$ cat src/verilog/pio_pkg.sv
// Register map, pages and reset values of the general-purpose port block
package pio_pkg;
    // ==================================================================
    // Register pages
    localparam logic [7:0] PAGE_0 = 8'h00;
    localparam logic [7:0] PAGE_F = 8'h0f;
    // ==================================================================
    // Register addresses
    localparam logic [7:0] ADDR_PORT1_LATCH = 8'h90;
    localparam logic [7:0] ADDR_PORT2_LATCH = 8'ha0;
    localparam logic [7:0] ADDR_PORT3_LATCH = 8'hb0;
    localparam logic [7:0] ADDR_PORT4_LATCH = 8'hb5;
    localparam logic [7:0] ADDR_PORT1_DRIVE = 8'ha5;
    localparam logic [7:0] ADDR_PORT2_DRIVE = 8'ha6;
    localparam logic [7:0] ADDR_PORT3_DRIVE = 8'haf;
    localparam logic [7:0] ADDR_PORT4_DRIVE = 8'hae;
    localparam logic [7:0] ADDR_PORT1_BYPASS = 8'hd5;
    localparam logic [7:0] ADDR_PORT2_BYPASS = 8'hd6;
    localparam logic [7:0] ADDR_PORT3_BYPASS = 8'hd7;
    localparam logic [7:0] ADDR_PORT1_CVAL = 8'he1;
    localparam logic [7:0] ADDR_PORT1_CEN = 8'he2;
    localparam logic [7:0] ADDR_PORT2_CVAL = 8'hb1;
    localparam logic [7:0] ADDR_PORT2_CEN = 8'hb2;
    localparam logic [7:0] ADDR_PORT1_DSEL = 8'hf2;
    localparam logic [7:0] ADDR_PORT2_DSEL = 8'hf3;
    localparam logic [7:0] ADDR_PORT3_DSEL = 8'hf4;
    // ==================================================================
    // Reset values
    localparam logic [7:0] RST_LATCH = 8'hff;
    localparam logic [7:0] RST_PORT4_LATCH = 8'h7f;
    localparam logic [7:0] RST_DRIVE = 8'h00;
    localparam logic [7:0] RST_BYPASS = 8'h00;
    localparam logic [7:0] RST_CVAL = 8'hff;
    localparam logic [7:0] RST_CEN = 8'h00;
    localparam logic [7:0] RST_DSEL = 8'hff;
    // ==================================================================
    // Port 4 has seven pins only
    localparam logic [7:0] PORT4_VALID = 8'h7f;
endpackage : pio_pkg

$ cat src/verilog/pio_port_io.sv
// General-purpose port I/O: latches, modes, crossbar bypass and pin compare
//
// Operation
// - Cleared digital-select bit makes pin analog
// - Drive bit selects open-drain or push-pull
// - Bypass bit makes crossbar skip the pin
// - Masked pins differing from compare raise event
// - Cleared enable bit excludes pin from compare
// - Latch value drives pins, open-drain high floats
// - Ports 1-3 read pins; analog reads zero
// - Ports 1-3 latches all pages, bit-addressable
// - Port 4 bit 7 reads zero, ignores writes
// - Port 4 reads pins directly, all pages
// - Port 4 drive bits act unconditionally
// - Compare event gives interrupt and wake request
// - Read-modify-write reads latch, not pins
`timescale 1ns/1ps
module pio_port_io
    import pio_pkg::*;
(
    input wire logic CLK_I,
    input wire logic SRST_I,
    input wire logic [7:0] SFR_ADDR_I,
    input wire logic [7:0] SFR_PAGE_I,
    input wire logic SFR_WR_I,
    input wire logic [7:0] SFR_WDATA_I,
    input wire logic SFR_BIT_WR_I,
    input wire logic [2:0] SFR_BIT_IDX_I,
    input wire logic SFR_BIT_VAL_I,
    input wire logic SFR_RD_I,
    input wire logic SFR_RMW_I,
    output logic [7:0] SFR_RDATA_O,
    input wire logic PIN_COMPARE_IRQ_ENABLE_I,
    input wire logic [7:0] P1_PIN_I,
    input wire logic [7:0] P2_PIN_I,
    input wire logic [7:0] P3_PIN_I,
    input wire logic [6:0] P4_PIN_I,
    output logic [7:0] P1_DO_O,
    output logic [7:0] P2_DO_O,
    output logic [7:0] P3_DO_O,
    output logic [6:0] P4_DO_O,
    output logic [7:0] P1_OE_O,
    output logic [7:0] P2_OE_O,
    output logic [7:0] P3_OE_O,
    output logic [6:0] P4_OE_O,
    output logic [7:0] P1_PULLUP_O,
    output logic [7:0] P2_PULLUP_O,
    output logic [7:0] P3_PULLUP_O,
    output logic [7:0] P1_SKIP_O,
    output logic [7:0] P2_SKIP_O,
    output logic [7:0] P3_SKIP_O,
    output logic MATCH_O,
    output logic MATCH_IRQ_O,
    output logic WAKE_O
);
    // ==================================================================
    // State
    logic [7:0] lat_r [4];
    logic [7:0] drv_r [4];
    logic [7:0] dsel_r [3];
    logic [7:0] byp_r [3];
    logic [7:0] cval_r [2];
    logic [7:0] cen_r [2];
    logic [7:0] meta_r [4];
    logic [7:0] sync_r [4];
    logic [7:0] oe_r [4];
    logic [7:0] rdata_r;
    logic match_r;
    logic irq_r;

    // ==================================================================
    // Decode
    wire pg_f = (SFR_PAGE_I == PAGE_F);
    wire pg_0 = (SFR_PAGE_I == PAGE_0);
    wire [7:0] a = SFR_ADDR_I;
    wire s_lat1 = (a == ADDR_PORT1_LATCH);
    wire s_lat2 = (a == ADDR_PORT2_LATCH);
    wire s_lat3 = (a == ADDR_PORT3_LATCH);
    wire s_lat4 = (a == ADDR_PORT4_LATCH);
    wire s_drv1 = pg_f && (a == ADDR_PORT1_DRIVE);
    wire s_drv2 = pg_f && (a == ADDR_PORT2_DRIVE);
    wire s_drv3 = pg_f && (a == ADDR_PORT3_DRIVE);
    wire s_drv4 = pg_f && (a == ADDR_PORT4_DRIVE);
    wire s_byp1 = pg_f && (a == ADDR_PORT1_BYPASS);
    wire s_byp2 = pg_f && (a == ADDR_PORT2_BYPASS);
    wire s_byp3 = pg_f && (a == ADDR_PORT3_BYPASS);
    wire s_dsel1 = pg_f && (a == ADDR_PORT1_DSEL);
    wire s_dsel2 = pg_f && (a == ADDR_PORT2_DSEL);
    wire s_dsel3 = pg_f && (a == ADDR_PORT3_DSEL);
    wire s_cval1 = pg_0 && (a == ADDR_PORT1_CVAL);
    wire s_cen1 = pg_0 && (a == ADDR_PORT1_CEN);
    wire s_cval2 = pg_0 && (a == ADDR_PORT2_CVAL);
    wire s_cen2 = pg_0 && (a == ADDR_PORT2_CEN);

    // Single-bit writes only reach the bit-addressable latches
    wire [7:0] bit_sel = 8'h01 << SFR_BIT_IDX_I;
    wire [7:0] bit_data = SFR_BIT_VAL_I ? 8'hff : 8'h00;
    wire [7:0] lat1_bit = (lat_r[0] & ~bit_sel) | (bit_data & bit_sel);
    wire [7:0] lat2_bit = (lat_r[1] & ~bit_sel) | (bit_data & bit_sel);
    wire [7:0] lat3_bit = (lat_r[2] & ~bit_sel) | (bit_data & bit_sel);
    wire bw = SFR_BIT_WR_I && !SFR_WR_I;
    wire wr = SFR_WR_I;

    // ==================================================================
    // Pin view: analog pins have their receiver off
    wire [7:0] pin1 = sync_r[0] & dsel_r[0];
    wire [7:0] pin2 = sync_r[1] & dsel_r[1];
    wire [7:0] pin3 = sync_r[2] & dsel_r[2];
    wire [7:0] pin4 = sync_r[3] & PORT4_VALID;

    // Plain reads return pins, read-modify-write returns latches
    wire [7:0] rd1 = SFR_RMW_I ? lat_r[0] : pin1;
    wire [7:0] rd2 = SFR_RMW_I ? lat_r[1] : pin2;
    wire [7:0] rd3 = SFR_RMW_I ? lat_r[2] : pin3;
    wire [7:0] rd4 = SFR_RMW_I ? lat_r[3] : pin4;
    wire [7:0] rdata_nxt =
        s_lat1 ? rd1 : s_lat2 ? rd2 : s_lat3 ? rd3 : s_lat4 ? rd4 :
        s_drv1 ? drv_r[0] : s_drv2 ? drv_r[1] : s_drv3 ? drv_r[2] : s_drv4 ? drv_r[3] :
        s_byp1 ? byp_r[0] : s_byp2 ? byp_r[1] : s_byp3 ? byp_r[2] :
        s_dsel1 ? dsel_r[0] : s_dsel2 ? dsel_r[1] : s_dsel3 ? dsel_r[2] :
        s_cval1 ? cval_r[0] : s_cen1 ? cen_r[0] :
        s_cval2 ? cval_r[1] : s_cen2 ? cen_r[1] : 8'h00;

    // ==================================================================
    // Compare and drive
    wire match_nxt = (|((sync_r[0] ^ cval_r[0]) & cen_r[0])) ||
                     (|((sync_r[1] ^ cval_r[1]) & cen_r[1]));
    logic [7:0] oe_nxt [4];
    genvar g;
    generate
        for (g = 0; g < 3; g++) begin : g_port
            // Analog pin never drives; drive mode ignored there
            assign oe_nxt[g] = dsel_r[g] & (drv_r[g] | ~lat_r[g]);
        end
    endgenerate
    assign oe_nxt[3] = (drv_r[3] | ~lat_r[3]) & PORT4_VALID;

    // ==================================================================
    // Registers
    always_ff @(posedge CLK_I) begin
        if (SRST_I) begin
            lat_r <= '{RST_LATCH, RST_LATCH, RST_LATCH, RST_PORT4_LATCH};
            drv_r <= '{RST_DRIVE, RST_DRIVE, RST_DRIVE, RST_DRIVE};
            dsel_r <= '{RST_DSEL, RST_DSEL, RST_DSEL};
            byp_r <= '{RST_BYPASS, RST_BYPASS, RST_BYPASS};
            cval_r <= '{RST_CVAL, RST_CVAL};
            cen_r <= '{RST_CEN, RST_CEN};
        end else begin
            if (wr && s_lat1) lat_r[0] <= SFR_WDATA_I;
            else if (bw && s_lat1) lat_r[0] <= lat1_bit;
            if (wr && s_lat2) lat_r[1] <= SFR_WDATA_I;
            else if (bw && s_lat2) lat_r[1] <= lat2_bit;
            if (wr && s_lat3) lat_r[2] <= SFR_WDATA_I;
            else if (bw && s_lat3) lat_r[2] <= lat3_bit;
            if (wr && s_lat4) lat_r[3] <= SFR_WDATA_I & PORT4_VALID;
            if (wr && s_drv1) drv_r[0] <= SFR_WDATA_I;
            if (wr && s_drv2) drv_r[1] <= SFR_WDATA_I;
            if (wr && s_drv3) drv_r[2] <= SFR_WDATA_I;
            if (wr && s_drv4) drv_r[3] <= SFR_WDATA_I & PORT4_VALID;
            if (wr && s_byp1) byp_r[0] <= SFR_WDATA_I;
            if (wr && s_byp2) byp_r[1] <= SFR_WDATA_I;
            if (wr && s_byp3) byp_r[2] <= SFR_WDATA_I;
            if (wr && s_dsel1) dsel_r[0] <= SFR_WDATA_I;
            if (wr && s_dsel2) dsel_r[1] <= SFR_WDATA_I;
            if (wr && s_dsel3) dsel_r[2] <= SFR_WDATA_I;
            if (wr && s_cval1) cval_r[0] <= SFR_WDATA_I;
            if (wr && s_cen1) cen_r[0] <= SFR_WDATA_I;
            if (wr && s_cval2) cval_r[1] <= SFR_WDATA_I;
            if (wr && s_cen2) cen_r[1] <= SFR_WDATA_I;
        end
    end

    // Two-stage synchroniser; first stage feeds only the second
    always_ff @(posedge CLK_I) begin
        if (SRST_I) begin
            meta_r <= '{8'h00, 8'h00, 8'h00, 8'h00};
            sync_r <= '{8'h00, 8'h00, 8'h00, 8'h00};
        end else begin
            meta_r <= '{P1_PIN_I, P2_PIN_I, P3_PIN_I, {1'b0, P4_PIN_I}};
            sync_r <= meta_r;
        end
    end

    always_ff @(posedge CLK_I) begin
        if (SRST_I) begin
            oe_r <= '{8'h00, 8'h00, 8'h00, 8'h00};
            rdata_r <= 8'h00;
            match_r <= 1'b0;
            irq_r <= 1'b0;
        end else begin
            oe_r <= oe_nxt;
            if (SFR_RD_I) rdata_r <= rdata_nxt;
            match_r <= match_nxt;
            irq_r <= match_nxt && PIN_COMPARE_IRQ_ENABLE_I;
        end
    end

    // ==================================================================
    // Outputs
    assign SFR_RDATA_O = rdata_r;
    assign P1_DO_O = lat_r[0];
    assign P2_DO_O = lat_r[1];
    assign P3_DO_O = lat_r[2];
    assign P4_DO_O = lat_r[3][6:0];
    assign P1_OE_O = oe_r[0];
    assign P2_OE_O = oe_r[1];
    assign P3_OE_O = oe_r[2];
    assign P4_OE_O = oe_r[3][6:0];
    assign P1_PULLUP_O = dsel_r[0];
    assign P2_PULLUP_O = dsel_r[1];
    assign P3_PULLUP_O = dsel_r[2];
    assign P1_SKIP_O = byp_r[0];
    assign P2_SKIP_O = byp_r[1];
    assign P3_SKIP_O = byp_r[2];
    assign MATCH_O = match_r;
    assign MATCH_IRQ_O = irq_r;
    // Wake follows the event level, not the interrupt enable
    assign WAKE_O = match_r;
endmodule : pio_port_io

$ cat config.mk
export PLATFORM = sky130hd
export DESIGN_NAME = pio_port_io
export DESIGN_NICKNAME = d
export VERILOG_FILES = /design/src/verilog/pio_pkg.sv /design/src/verilog/pio_port_io.sv
export SDC_FILE = /design/constraint.sdc
export NUM_CORES = 1
export LEC_CHECK = 0
export ABC_AREA = 1
export ABC_CLOCK_PERIOD_IN_PS = 2300
export BUFFER_PORTS_ARGS = -buffer_cell sky130_fd_sc_hd__buf_2
export CORE_MARGIN = 2
export CORE_UTILIZATION = 37
export CTS_CLUSTER_DIAMETER = 120
export DETAILED_ROUTE_END_ITERATION = 7
export PLACE_DENSITY = 0.63
export SLEW_MARGIN = 20
export SYNTH_ARGS = -nofsm -noshare
export SYNTH_HDL_FRONTEND = slang
export SYNTH_SLANG_ARGS = --single-unit
$ cat constraint.sdc
create_clock -name CLK_I -period 2.3 [get_ports CLK_I]
set_clock_uncertainty 0.2 [all_clocks]
set_input_delay 0.115 -clock CLK_I [delete_from_list [all_inputs] [get_ports CLK_I]]
set_output_delay 0.115 -clock CLK_I [all_outputs]
set_load 0.005 [all_outputs]
# Word level (Yosys, flattened, before mapping)
# Cells that the tools add are included.
dict set report totals {
  register_bits 245
  inputBits 66
  word_cells 153
}
dict set report op_classes {
  n_eq_ne 19
  muxes 29
  bitwise 26
  n_reduce_logical 45
  n_shift 1
}
# op n
set op_table {}
lappend op_table {{8-bit 2-to-1 mux} 28}
lappend op_table {{8-bit == test (second input constant)} 18}
lappend op_table {{8-bit AND} 12}
lappend op_table {{8-bit OR} 6}
lappend op_table {{1-bit logical AND} 37}
lappend op_table {{8-bit NOT} 4}
lappend op_table {{8-bit OR reduction} 2}
lappend op_table {{8-bit bitwise XOR} 2}
lappend op_table {{8-bit by 4-bit == test with 1-bit output (second input constant)} 1}
lappend op_table {{8-bit zero test} 1}
lappend op_table {{1-bit by 3-bit left shift with 8-bit output (first input constant)} 1}
lappend op_table {{7-bit 2-to-1 mux} 1}
lappend op_table {{7-bit NOT} 1}
lappend op_table {{7-bit OR} 1}
lappend op_table {{2-bit nonzero test} 3}
lappend op_table {{1-bit zero test} 1}
lappend op_table {{1-bit logical OR} 1}

# Longest topological paths before layout
# Gate-level depths: netlist (run 1).
dict set report logic_depth {
  word_depth 20
  depth_mapped 21
  depth_no_buf 21
}

# Worst setup path before layout (run 1)
# Ideal clock, no wire load.
dict set report synth_timing {
  path_type {in2reg}
  from {input SFR_PAGE_I[7]}
  to {register rdata_r[0], in the netlist SFR_RDATA_O[0]}
  t_arrival_ps 1492
  required_time_ps 1965
  setup_ps 135
  cell_stages 15
  slack_ps 473
  cell_sequence {nor2_1 > nand2_2 > nor2_4 > buf_4 > nand2_4 > nand3_1 > nand4_1 > nor3_1 > nand4_1 > nor2_1 > nand4_1 > nor2_1 > nand4_1 > nand2_1 > a21oi_1}
}
dict set report synth_via {
  elab_chain_cells 20
}
# item line
set synth_lines {}
lappend synth_lines {{from (decl)} pio_port_io.sv:24} ;# input wire logic [7:0] SFR_PAGE_I,
lappend synth_lines {{8-bit zero test} pio_port_io.sv:74} ;# wire pg_0 = (SFR_PAGE_I == PAGE_0);
lappend synth_lines {{1-bit logical AND} pio_port_io.sv:93} ;# wire s_cen2 = pg_0 && (a == ADDR_PORT2_CEN);
lappend synth_lines {{8-bit 2-to-1 mux (2 in series)} pio_port_io.sv:122} ;# s_cval2 ? cval_r[1] : s_cen2 ? cen_r[1] : 8'h00;
lappend synth_lines {{8-bit 2-to-1 mux (2 in series)} pio_port_io.sv:121} ;# s_cval1 ? cval_r[0] : s_cen1 ? cen_r[0] :
lappend synth_lines {{8-bit 2-to-1 mux (3 in series)} pio_port_io.sv:120} ;# s_dsel1 ? dsel_r[0] : s_dsel2 ? dsel_r[1] : s_dsel3 ? dsel_r[2] :
lappend synth_lines {{8-bit 2-to-1 mux (3 in series)} pio_port_io.sv:119} ;# s_byp1 ? byp_r[0] : s_byp2 ? byp_r[1] : s_byp3 ? byp_r[2] :
lappend synth_lines {{8-bit 2-to-1 mux (3 in series)} pio_port_io.sv:118} ;# s_drv1 ? drv_r[0] : s_drv2 ? drv_r[1] : s_drv3 ? drv_r[2] : s_drv4 ? drv_r[3] :
lappend synth_lines {{8-bit 2-to-1 mux (*)} pio_port_io.sv:118}
lappend synth_lines {{8-bit 2-to-1 mux (*) (4 in series)} pio_port_io.sv:117} ;# s_lat1 ? rd1 : s_lat2 ? rd2 : s_lat3 ? rd3 : s_lat4 ? rd4 :
lappend synth_lines {{to (signal assigned)} pio_port_io.sv:192} ;# if (SFR_RD_I) rdata_r <= rdata_nxt;
lappend synth_lines {{to (decl)} pio_port_io.sv:67} ;# logic [7:0] rdata_r;
# Mark *: on every way between the ends. The rest lies on a longest branch, timed or not.
# A chain may end at the register's enable or synchronous reset.

# Final worst setup path (run 1)
dict set report layout_timing {
  from {register cval_r[4] (netlist name)}
  to {register rdata_r[4], in the netlist SFR_RDATA_O[4]}
}
dict set report layout_via {
  elab_chain_cells 17
}
# item line
set layout_lines {}
lappend layout_lines {{from (decl)} pio_port_io.sv:62} ;# logic [7:0] cval_r [2];
lappend layout_lines {{from (signal assigned)} pio_port_io.sv:146} ;# cval_r <= '{RST_CVAL, RST_CVAL};
lappend layout_lines {{8-bit 2-to-1 mux} pio_port_io.sv:122}
lappend layout_lines {{8-bit 2-to-1 mux (2 in series)} pio_port_io.sv:121}
lappend layout_lines {{8-bit 2-to-1 mux (3 in series)} pio_port_io.sv:120}
lappend layout_lines {{8-bit 2-to-1 mux (3 in series)} pio_port_io.sv:119}
lappend layout_lines {{8-bit 2-to-1 mux (4 in series)} pio_port_io.sv:118}
lappend layout_lines {{8-bit 2-to-1 mux (4 in series)} pio_port_io.sv:117}
# Every way passes these cells.

==> flow_summary.toml, run 1 <==
[clock_tree]
clock_tree.root_cell = "clkbuf_16"
cts_buffers = 28
cts_tree = "done"
cts_max_level = 1
clk-insertion-delay-late_ns = 0.56
cts.clk_slew.worst_paths_ns = 0.06
clock-sinks = 245
clockBufferDepth = 3

[finish]
final_nets = 1854
diodes = 0
drive_gt1_frac = 0.2272
final_cell_mix = "dfxtp_1, nand2_1, inv_1, nor2_1, buf_2"
fill_cells = 2929
areaGrowthSynthToFinish_pct = 33.82
multi_input_area_um2 = 4646
register_area_um2 = 4907
final_common_cell = "dfxtp_1"

[logic_synthesis]
synth_nets = 1547
ys_seq_area_frac = 0.4588
synth_edf_count = 0
synthArstFlopShare = 0
synth_cells = 1481
yosys.area.top_type = "dfxtp_1"
synth_cell_types = 44
syn-mean-instance-area_um2 = 7.218
synth_flop_cell = "dfxtp_1"
yosysTopAreaCellShare = 0.4588
yosys_register_bits = 245
synth_area_leaders = "dfxtp_1, nand2_1, inv_1"
yosysWarnings = 0
synth_area_um2 = 10690

[grt]
antenna_found_initial = 0
grt_pass1_wl_um = 66110
grt_pass1_vias = 10560
overflow = 0
grt_max_degree = 100
track_usage = 0.2887

[floorplan]
start_util = 0.3745
die_w_um = 174.0
ioPinCount = 187
fp-row-count = 62
die_h_um = 174.0
dieArea_um2 = 30270
fp.coreArea_um2 = 28550

[sta]
slew_violations = 0
setup_ws_ns = 0.09919
fin_crit_sh = 0.9569
setup_viol = 0
finalSetupTns_ns = 0
hold_violations = 0
holdWs_ns = 0.02193
fmax_mhz = 454.4
finalCriticalPeriod_ns = 2.201
worst_pin_slew_ns = 0.6847
max_slew_margin = 0.5435

[place]
port_buffers = 186
dp_hpwl_um = 33270
dp_slack_ns = -0.5185
gp_congestion = 0.9985

[power]
seq_power_share = 0.436
p_switching_mw = 2.347
swShare = 0.2366
peakVddDrop_mv = 0.5429
power_mw = 9.919
leakage_nw = 6.521
clock_power_share = 0.503
p_per_area_nw_per_um2 = 693.3
p_int_mw = 7.572
p_comb_frac = 0.060

[drt]
dr_total_vias = 11340
wl_per_cell_um = 20.34
firstDrtPassIters = 5
wirelength_um = 44600
drc = 0
drtIter0Drc = 1162
postRouteAntennaNets = 0
via_per_inst = 5.169

[worst_setup_path]
cp.arrival_ns = 2.43
cp_max_fo = 3
critPathLaunchType = "flip-flop"
required_ns = 2.53
path_class = "reg -> reg"
worstSetupEndpointType = "flip-flop"

[flow_run]
maxCapViolations = 0

[hold_path]
hp-class = "in -> reg"

[outcome]
outcome = "complete, no violations"
==> repair_timing <==
item / CTS / global route
hold endpoints to repair: 203 / 0
gates resized for setup: 1 / 15
hold buffers: 53 / 0
cloned: 0 / 0
setup buffers: 0 / 2
endpoints found under the setup margin: 1 / 3
pin swaps: 0 / 1
==> metal layers <==
metal | share of wire | GRT usage | routed length, um | vias up
met5 | 0 | 0 | 0 | -
met4 | 0.044 | 0.1082 | 1974 | 0
met3 | 0.080 | 0.03806 | 3553 | 104
met2 | 0.44 | 0.4603 | 19770 | 545
li1 | - | - | - | 5449
met1 | 0.43 | 0.3986 | 19310 | 5238
==> synth_stat cells (2+ instances only) <==
cell,n
buf_6,2
clkbuf_1,47
clkinv_1,3
inv_1,217
xor2_1,2
o221ai_1,2
a31oi_1,16
nand2_4,3
buf_4,2
o2111ai_1,12
nor2_2,8
nor3_2,4
o21ai_1,14
o21ai_0,105
nand2_1,236
nand2_2,8
nor2_1,213
inv_2,17
nand3_1,44
o211ai_1,47
nor4_2,3
or2_2,5
nand4_1,33
buf_2,8
buf_1,7
a21oi_2,2
a21o_1,2
nor3_1,17
a21oi_1,104
a211oi_1,38
dfxtp_1,245
nor2_4,3
==> flip-flops by register name (all words and copies together) (netlist names), 7 cells and up, named ones only <==
signal / flops
P1_SKIP_O: 8
P4_DO_O: 7
cen_r: 16
P1_PULLUP_O: 8
cval_r: 16
sync_r: 24
P3_OE_O: 8
P3_PULLUP_O: 8
P2_PULLUP_O: 8
P2_SKIP_O: 8
P2_OE_O: 8
P1_OE_O: 8
P3_SKIP_O: 8
SFR_RDATA_O: 8
P4_OE_O: 7
pin4: 7
meta_r: 31
drv_r: 31
==> final timing paths <==
kind / from / to / slack [ns] / cells after the start
worst min register to register: meta_r[24] / sync_r[24] / 0.20 / 2
worst max-delay path: cval_r[4] / SFR_RDATA_O[4] / 0.1 / 12
worst max register to register: cval_r[4] / SFR_RDATA_O[4] / 0.1 / 12
worst min-delay path: SFR_ADDR_I[2] / cval_r[2] / 0.02 / 8
==> cell families after synthesis <==
logic type,count (synthesis),share of synthesized area
AOI/OAI and AO/OA,346,0.1910
xor gates and xnor gates,3,0.002458
buffers and inverters,304,0.1100
DFF,245,0.4588
and+or+nand+nor,583,0.2377
==> power by group through the flow <==
stage | clock [mW] | sequential, mW | combinational, mW
after global placement | 0 | 4.42 | 0.519
after global routing | 5.25 | 4.33 | 0.643
after detailed placement | 0 | 4.42 | 0.520
after CTS | 5.05 | 4.33 | 0.586
after floorplan | 0 | 4.40 | 0.260
final | 4.99 | 4.33 | 0.597
==> area by class of cell <==
| type | count | share of cell area |
|---|---|---|
| tap | 384 | 0.03358 |
| inverter | 238 | 0.06262 |
| sequential | 245 | 0.3430 |
| multi-input combinational | 932 | 0.3247 |
| clock buffer | 33 | 0.05309 |
| timing repair buffer | 343 | 0.1622 |
| clock inverter | 18 | 0.02073 |
==> metrics by stage <==
step / util / instances / cell area, um^2
2_1_floorplan: - / 1481 / 10690
3_3_place_gp: 0.4439 / 2088 / 12670
3_5_place_dp: 0.4439 / 2088 / 12670
4_1_cts: 0.4996 / 2192 / 14260
5_1_grt: 0.5011 / 2193 / 14310
6_report: 0.5011 / 2193 / 14310
==> critical path, cell delays in order, from the launching register on <==
cell and delay [ns]:
dfxtp_1 0.32, inv_1 0.07, o21ai_1 0.09, nor2_1 0.09
nand4_1 0.19, nor2_1 0.24, nand4_1 0.16, nor2_1 0.27
nand4_1 0.12, nor2_1 0.10, nand4_1 0.09, nand2_1 0.07
a21oi_1 0.06
(Power assumes the default switching activity.)
==> run 2: changes to the inputs <==
--- a/config.mk
+++ b/config.mk
@@ -12,7 +12,7 @@
 export CORE_UTILIZATION = 37
 export CTS_CLUSTER_DIAMETER = 120
 export DETAILED_ROUTE_END_ITERATION = 7
-export PLACE_DENSITY = 0.63
+export PLACE_DENSITY = 0.61
 export SLEW_MARGIN = 20
 export SYNTH_ARGS = -nofsm -noshare
 export SYNTH_HDL_FRONTEND = slang
==> flow_summary.toml, run 2 (synthesized netlist as in run 1, its figures left out) <==
[sta]
fmax_mhz = 464.1
holdWs_ns = 0.08902
slew_violations = 0
setup_viol = 0
finalCriticalPeriod_ns = 2.155
finalSetupTns_ns = 0
max_slew_margin = 0.5175
fin_crit_sh = 0.9369
worst_pin_slew_ns = 0.7230
setup_ws_ns = 0.1451
hold_violations = 0
rsz0062_at_grt = "false"

[clock_tree]
clockBufferDepth = 3
cts_max_level = 1
cts_buffers = 28
post_cts_buffers = 0
clock-sinks = 245
clk-insertion-delay-late_ns = 0.56
cts_tree = "done"
cts.clk_slew.worst_paths_ns = 0.06
clock_tree.root_cell = "clkbuf_16"

[worst_setup_path]
regToRegStartpoint = "cval_r[5]"
cp_max_fo = 2
crit_slowest_cell = "dfxtp_1"
r2r_slack_ns = 0.15
critical_path.startpoint = "cval_r[5]"
cpMostUsedCell = "nand4_1"
crit_cells = 12
worstPathCellList = "inv_1, o21ai_1, nor2_1, nand4_1, nor2_1, nand4_1, nor2_2, nand4_1, nor2_1, nand4_1, nand2_1, a21oi_1"
path_class = "reg -> reg"
crit_buf_inv = 1
worstSetupEndpointType = "flip-flop"
cp.arrival_ns = 2.39
crit_family = "simple AND/OR/NAND/NOR gates"
max_stage_delay_ns = 0.32
cp-endpoint = "SFR_RDATA_O[5]"
required_ns = 2.53
reg2reg_to = "SFR_RDATA_O[5]"
critPathLaunchType = "flip-flop"
worstRegToRegCells = 12

[floorplan]
fp-row-count = 62
ioPinCount = 187
start_util = 0.3745
fp.coreArea_um2 = 28550
die_h_um = 174.0
dieArea_um2 = 30270
die_w_um = 174.0

[place]
dp_slack_ns = -0.3063
dp.cells = 2076
dpl-instance-area_um2 = 12570
port_buffers = 186
gp_congestion = 0.9995
dp_hpwl_um = 33260

[drt]
postRouteAntennaNets = 0
drc = 0
drtIter0Drc = 1068
wl_per_cell_um = 20.21
dr_total_vias = 11070
via_per_inst = 5.077
firstDrtPassIters = 6
wirelength_um = 44050

[finish]
diodes = 0
utilization = 0.4931
largest_registers = "drv_r (31), meta_r (31), sync_r (24)"
final_nets = 1842
drive_gt1_frac = 0.2127
areaGrowthSynthToFinish_pct = 31.68
instances_no_fill = 2180
final_common_cell = "dfxtp_1"
stdcell_area_um2 = 14080
final_cell_mix = "dfxtp_1, nand2_1, inv_1, nor2_1, buf_2"

[power]
power_mw = 9.587
leakage_nw = 6.429
peakVddDrop_mv = 0.4858
p_per_area_nw_per_um2 = 681.0

[grt]
track_usage = 0.2863
grt_max_degree = 100
antenna_found_initial = 2
grt_pass1_vias = 10460
overflow = 0
grt_pass1_wl_um = 65530

[hold_path]
hp-class = "in -> reg"
hold_path_depth = 4

[flow_run]
maxCapViolations = 0

[outcome]
outcome = "complete, no violations"
[run 2: tightest hold or removal path: cells and delay by family]
kind / cells / cell delay [ns]
simple gates: 1 / 0.06
buf+inv: 3 / 0.63
[run 2: routing by layer]
layer  vias up  wire [um]  global-route usage
li1       5428          -                   -
met1      5022      19390              0.3920
met2       503      18730              0.4389
met3       112       3672             0.05206
met4         2       2240              0.1306
met5         -         12                   0
[run 2: worst min path at each step]
stage                     start    endpoint  slack [ns]
finish              P1_PIN_I[6]  meta_r[30]        0.09
CTS                 P1_PIN_I[6]  meta_r[30]        0.07
global placement    P1_PIN_I[1]  meta_r[25]        0.11
floorplan           P4_PIN_I[0]   meta_r[0]        0.02
global route        P3_PIN_I[3]  meta_r[11]        0.10
detailed placement  P1_PIN_I[2]  meta_r[26]        0.12
[run 2: timing repair]
action,in CTS,in global routing
hold buffers,55,0
gates resized for setup,0,2
setup endpoints to repair,0,2
endpoints found under the hold margin,162,0
[run 2: layout make-up]
type	instances	area [um^2]
repair buffers	331	2220
well taps	384	480.5
clock inverters	17	220.2
multi-input cells	932	4617
fillers	2892	14470
clock buffers	33	739.5
inverters	238	895.9
flip-flops and latches	245	4905
[run 2: power breakdown]
part	switching (mW)	internal, mW	leakage [nW]	total [mW]
Combinational	0.380	0.203	3.98	0.583
Clock	1.91	2.76	0.461	4.68
Sequential	0.0325	4.30	1.99	4.33
==> run 3: changes to the inputs <==
--- a/config.mk
+++ b/config.mk
@@ -5,7 +5,6 @@
 export SDC_FILE = /design/constraint.sdc
 export NUM_CORES = 1
 export LEC_CHECK = 0
-export ABC_AREA = 1
 export ABC_CLOCK_PERIOD_IN_PS = 2300
 export BUFFER_PORTS_ARGS = -buffer_cell sky130_fd_sc_hd__buf_2
 export CORE_MARGIN = 2
==> flow_summary.toml, run 3 <==
[grt]
track_usage = 0.2649
grt_pass1_wl_um = 61720
grt_pass1_vias = 10220
overflow = 0
antenna_found_initial = 0
grt_max_degree = 77

[clock_tree]
cts_buffers = 26
cts_max_level = 1
post_cts_buffers = 0
clock-sinks = 245
cts.clk_slew.worst_paths_ns = 0.06
clockBufferDepth = 3
clk-insertion-delay-late_ns = 0.54
cts_tree = "done"
clock_tree.root_cell = "clkbuf_16"

[place]
port_buffers = 186
gp_congestion = 0.9652
dpl-instance-area_um2 = 12740
dp_hpwl_um = 30720

[sta]
max_slew_margin = 0.5684
setup_viol = 0
finalCriticalPeriod_ns = 2.042
fmax_mhz = 489.7
slew_violations = 0
fin_crit_sh = 0.8878
rsz0062_at_grt = "false"
hold_violations = 0
worst_pin_slew_ns = 0.6474

[logic_synthesis]
synth_flop_cell = "dfxtp_1"
synth_cell_types = 62
synth_area_um2 = 10710
synth_edf_count = 0
synthArstFlopShare = 0
yosys_register_bits = 245
synth_area_leaders = "dfxtp_1, nand2_1, a21oi_1"
yosysTopAreaCellShare = 0.4579
ys_top_cells_by_count = "nand2_1, dfxtp_1, a21oi_1, clkbuf_1, nor2b_1"
yosys.area.top_type = "dfxtp_1"
ys_seq_area_frac = 0.4579
synth_most_common_cell = "nand2_1"
synth_nets = 1349
syn-mean-instance-area_um2 = 8.348
synth_cells = 1283
yosysWarnings = 0

[drt]
firstDrtPassIters = 8
postRouteAntennaNets = 0
wl_per_cell_um = 20.95
wirelength_um = 41670
drc = 0
dr_total_vias = 10980
drtIter0Drc = 1196
via_per_inst = 5.522

[floorplan]
ioPinCount = 187
die_h_um = 174.1
fp.coreArea_um2 = 28630
dieArea_um2 = 30320
fp-row-count = 62
start_util = 0.3742
die_w_um = 174.1

[power]
power_mw = 9.258
leakage_nw = 6.035
peakVddDrop_mv = 0.4539
p_per_area_nw_per_um2 = 646.2

[worst_setup_path]
required_ns = 2.54
critPathLaunchType = "flip-flop"
r2r_slack_ns = 0.26
path_class = "reg -> reg"
reg2reg_to = "SFR_RDATA_O[6]"
cp.arrival_ns = 2.28
worstSetupEndpointType = "flip-flop"
cp-endpoint = "SFR_RDATA_O[6]"
regToRegStartpoint = "cval_r[14]"
critical_path.startpoint = "cval_r[14]"
worstRegToRegCells = 5
cp_max_fo = 2

[outcome]
outcome = "complete, no violations"

[finish]
fill_cells = 2720
register_area_um2 = 4905
stdcell_area_um2 = 14330
final_common_cell = "nand2_1"
diodes = 0
final_nets = 1655
areaGrowthSynthToFinish_pct = 33.77
largest_registers = "drv_r (31), meta_r (31), sync_r (24)"
multi_input_area_um2 = 5349
drive_gt1_frac = 0.2268
final_cell_mix = "nand2_1, dfxtp_1, buf_2, buf_4, a21oi_1"

[hold_path]
hp-class = "in -> reg"

[flow_run]
maxCapViolations = 0
## run 3: cell count changes in the layout (fill, tap and decap cells not counted), moves of 30 or more
cell      delta
a211oi_1    -30
mux2i_1     +35
nor2b_1     +68
o211ai_1    -42
nor2_1     -162
inv_1      -195
o21ai_0     -57
## run 3: worst min-delay path by stage
| stage | startpoint | to | slack [ns] | cells past startpoint |
|---|---|---|---|---|
| detailed placement | P4_PIN_I[6] | meta_r[6] | 0.13 | 2 |
| global placement | PIN_COMPARE_IRQ_ENABLE_I | MATCH_IRQ_O | 0.12 | 2 |
| CTS | SFR_ADDR_I[0] | P2_SKIP_O[2] | 0.05 | 6 |
| floorplan | PIN_COMPARE_IRQ_ENABLE_I | MATCH_IRQ_O | 0.04 | 1 |
| finish | SFR_RMW_I | SFR_RDATA_O[7] | 0.08 | 6 |
| global route | SFR_ADDR_I[0] | P2_SKIP_O[2] | 0.08 | 6 |
## run 3: per-layer routing
layer  routed length (um)  vias up  GRT usage
met4                 1646        0     0.1064
met1                17570     5159     0.3610
met2                18290      586     0.4104
met5                    0        -          0
li1                     -     5145          -
met3                 4171       94    0.05468
## run 3: through the flow
step | std cells | setup TNS [ns] | util | setup slack [ns] | hold WS, ns
after floorplan | 1283 | -1.598 | - | -0.1033 | 0.03671
after global placement | 1873 | -6.783 | 0.4452 | -0.2028 | 0.1166
after detailed placement | 1873 | -8.757 | 0.4452 | -0.2556 | 0.1280
after CTS | 1989 | 0 | 0.5005 | 0.2245 | 0.04816
after global routing | 1989 | 0 | 0.5005 | 0.08842 | 0.08467
final | 1989 | 0 | 0.5005 | 0.2580 | 0.08063
## run 3: kinds of logic after synthesis
logic type,count (synthesis),share of synthesized area
flops,245,0.4579
mux,35,0.03271
compound gates,286,0.1775
xor+xnor,16,0.01308
buf+inv,124,0.04544
simple gates,577,0.2734
## run 3: repair_timing
action,4_1_cts,5_1_grt
resized for setup,0,1
hold buffers,72,0
setup endpoints to repair,0,1
hold endpoints to repair,179,0
## run 3: power breakdown
| part | internal (mW) | switching (mW) | leakage (nW) |
|---|---|---|---|
| registers | 4.30 | 0.0333 | 1.99 |
| logic | 0.278 | 0.384 | 3.63 |
| clock network | 2.52 | 1.75 | 0.415 |
## run 3: area by class of cell
type / count / area share
Tap cell: 384 / 0.03353
Inverter: 22 / 0.005764
Clock buffer: 34 / 0.04960
Clock inverter: 10 / 0.01057
Multi-Input combinational cell: 914 / 0.3733
Timing Repair Buffer: 380 / 0.1849
Sequential cell: 245 / 0.3423
## run 3: worst max-delay path, cell delays in order, from the launching register on
cell       delay (ns)
dfxtp_1          0.34
inv_1            0.07
a2111oi_1        0.40
a221oi_1         0.18
or3_1            0.39
a2111oi_2        0.36
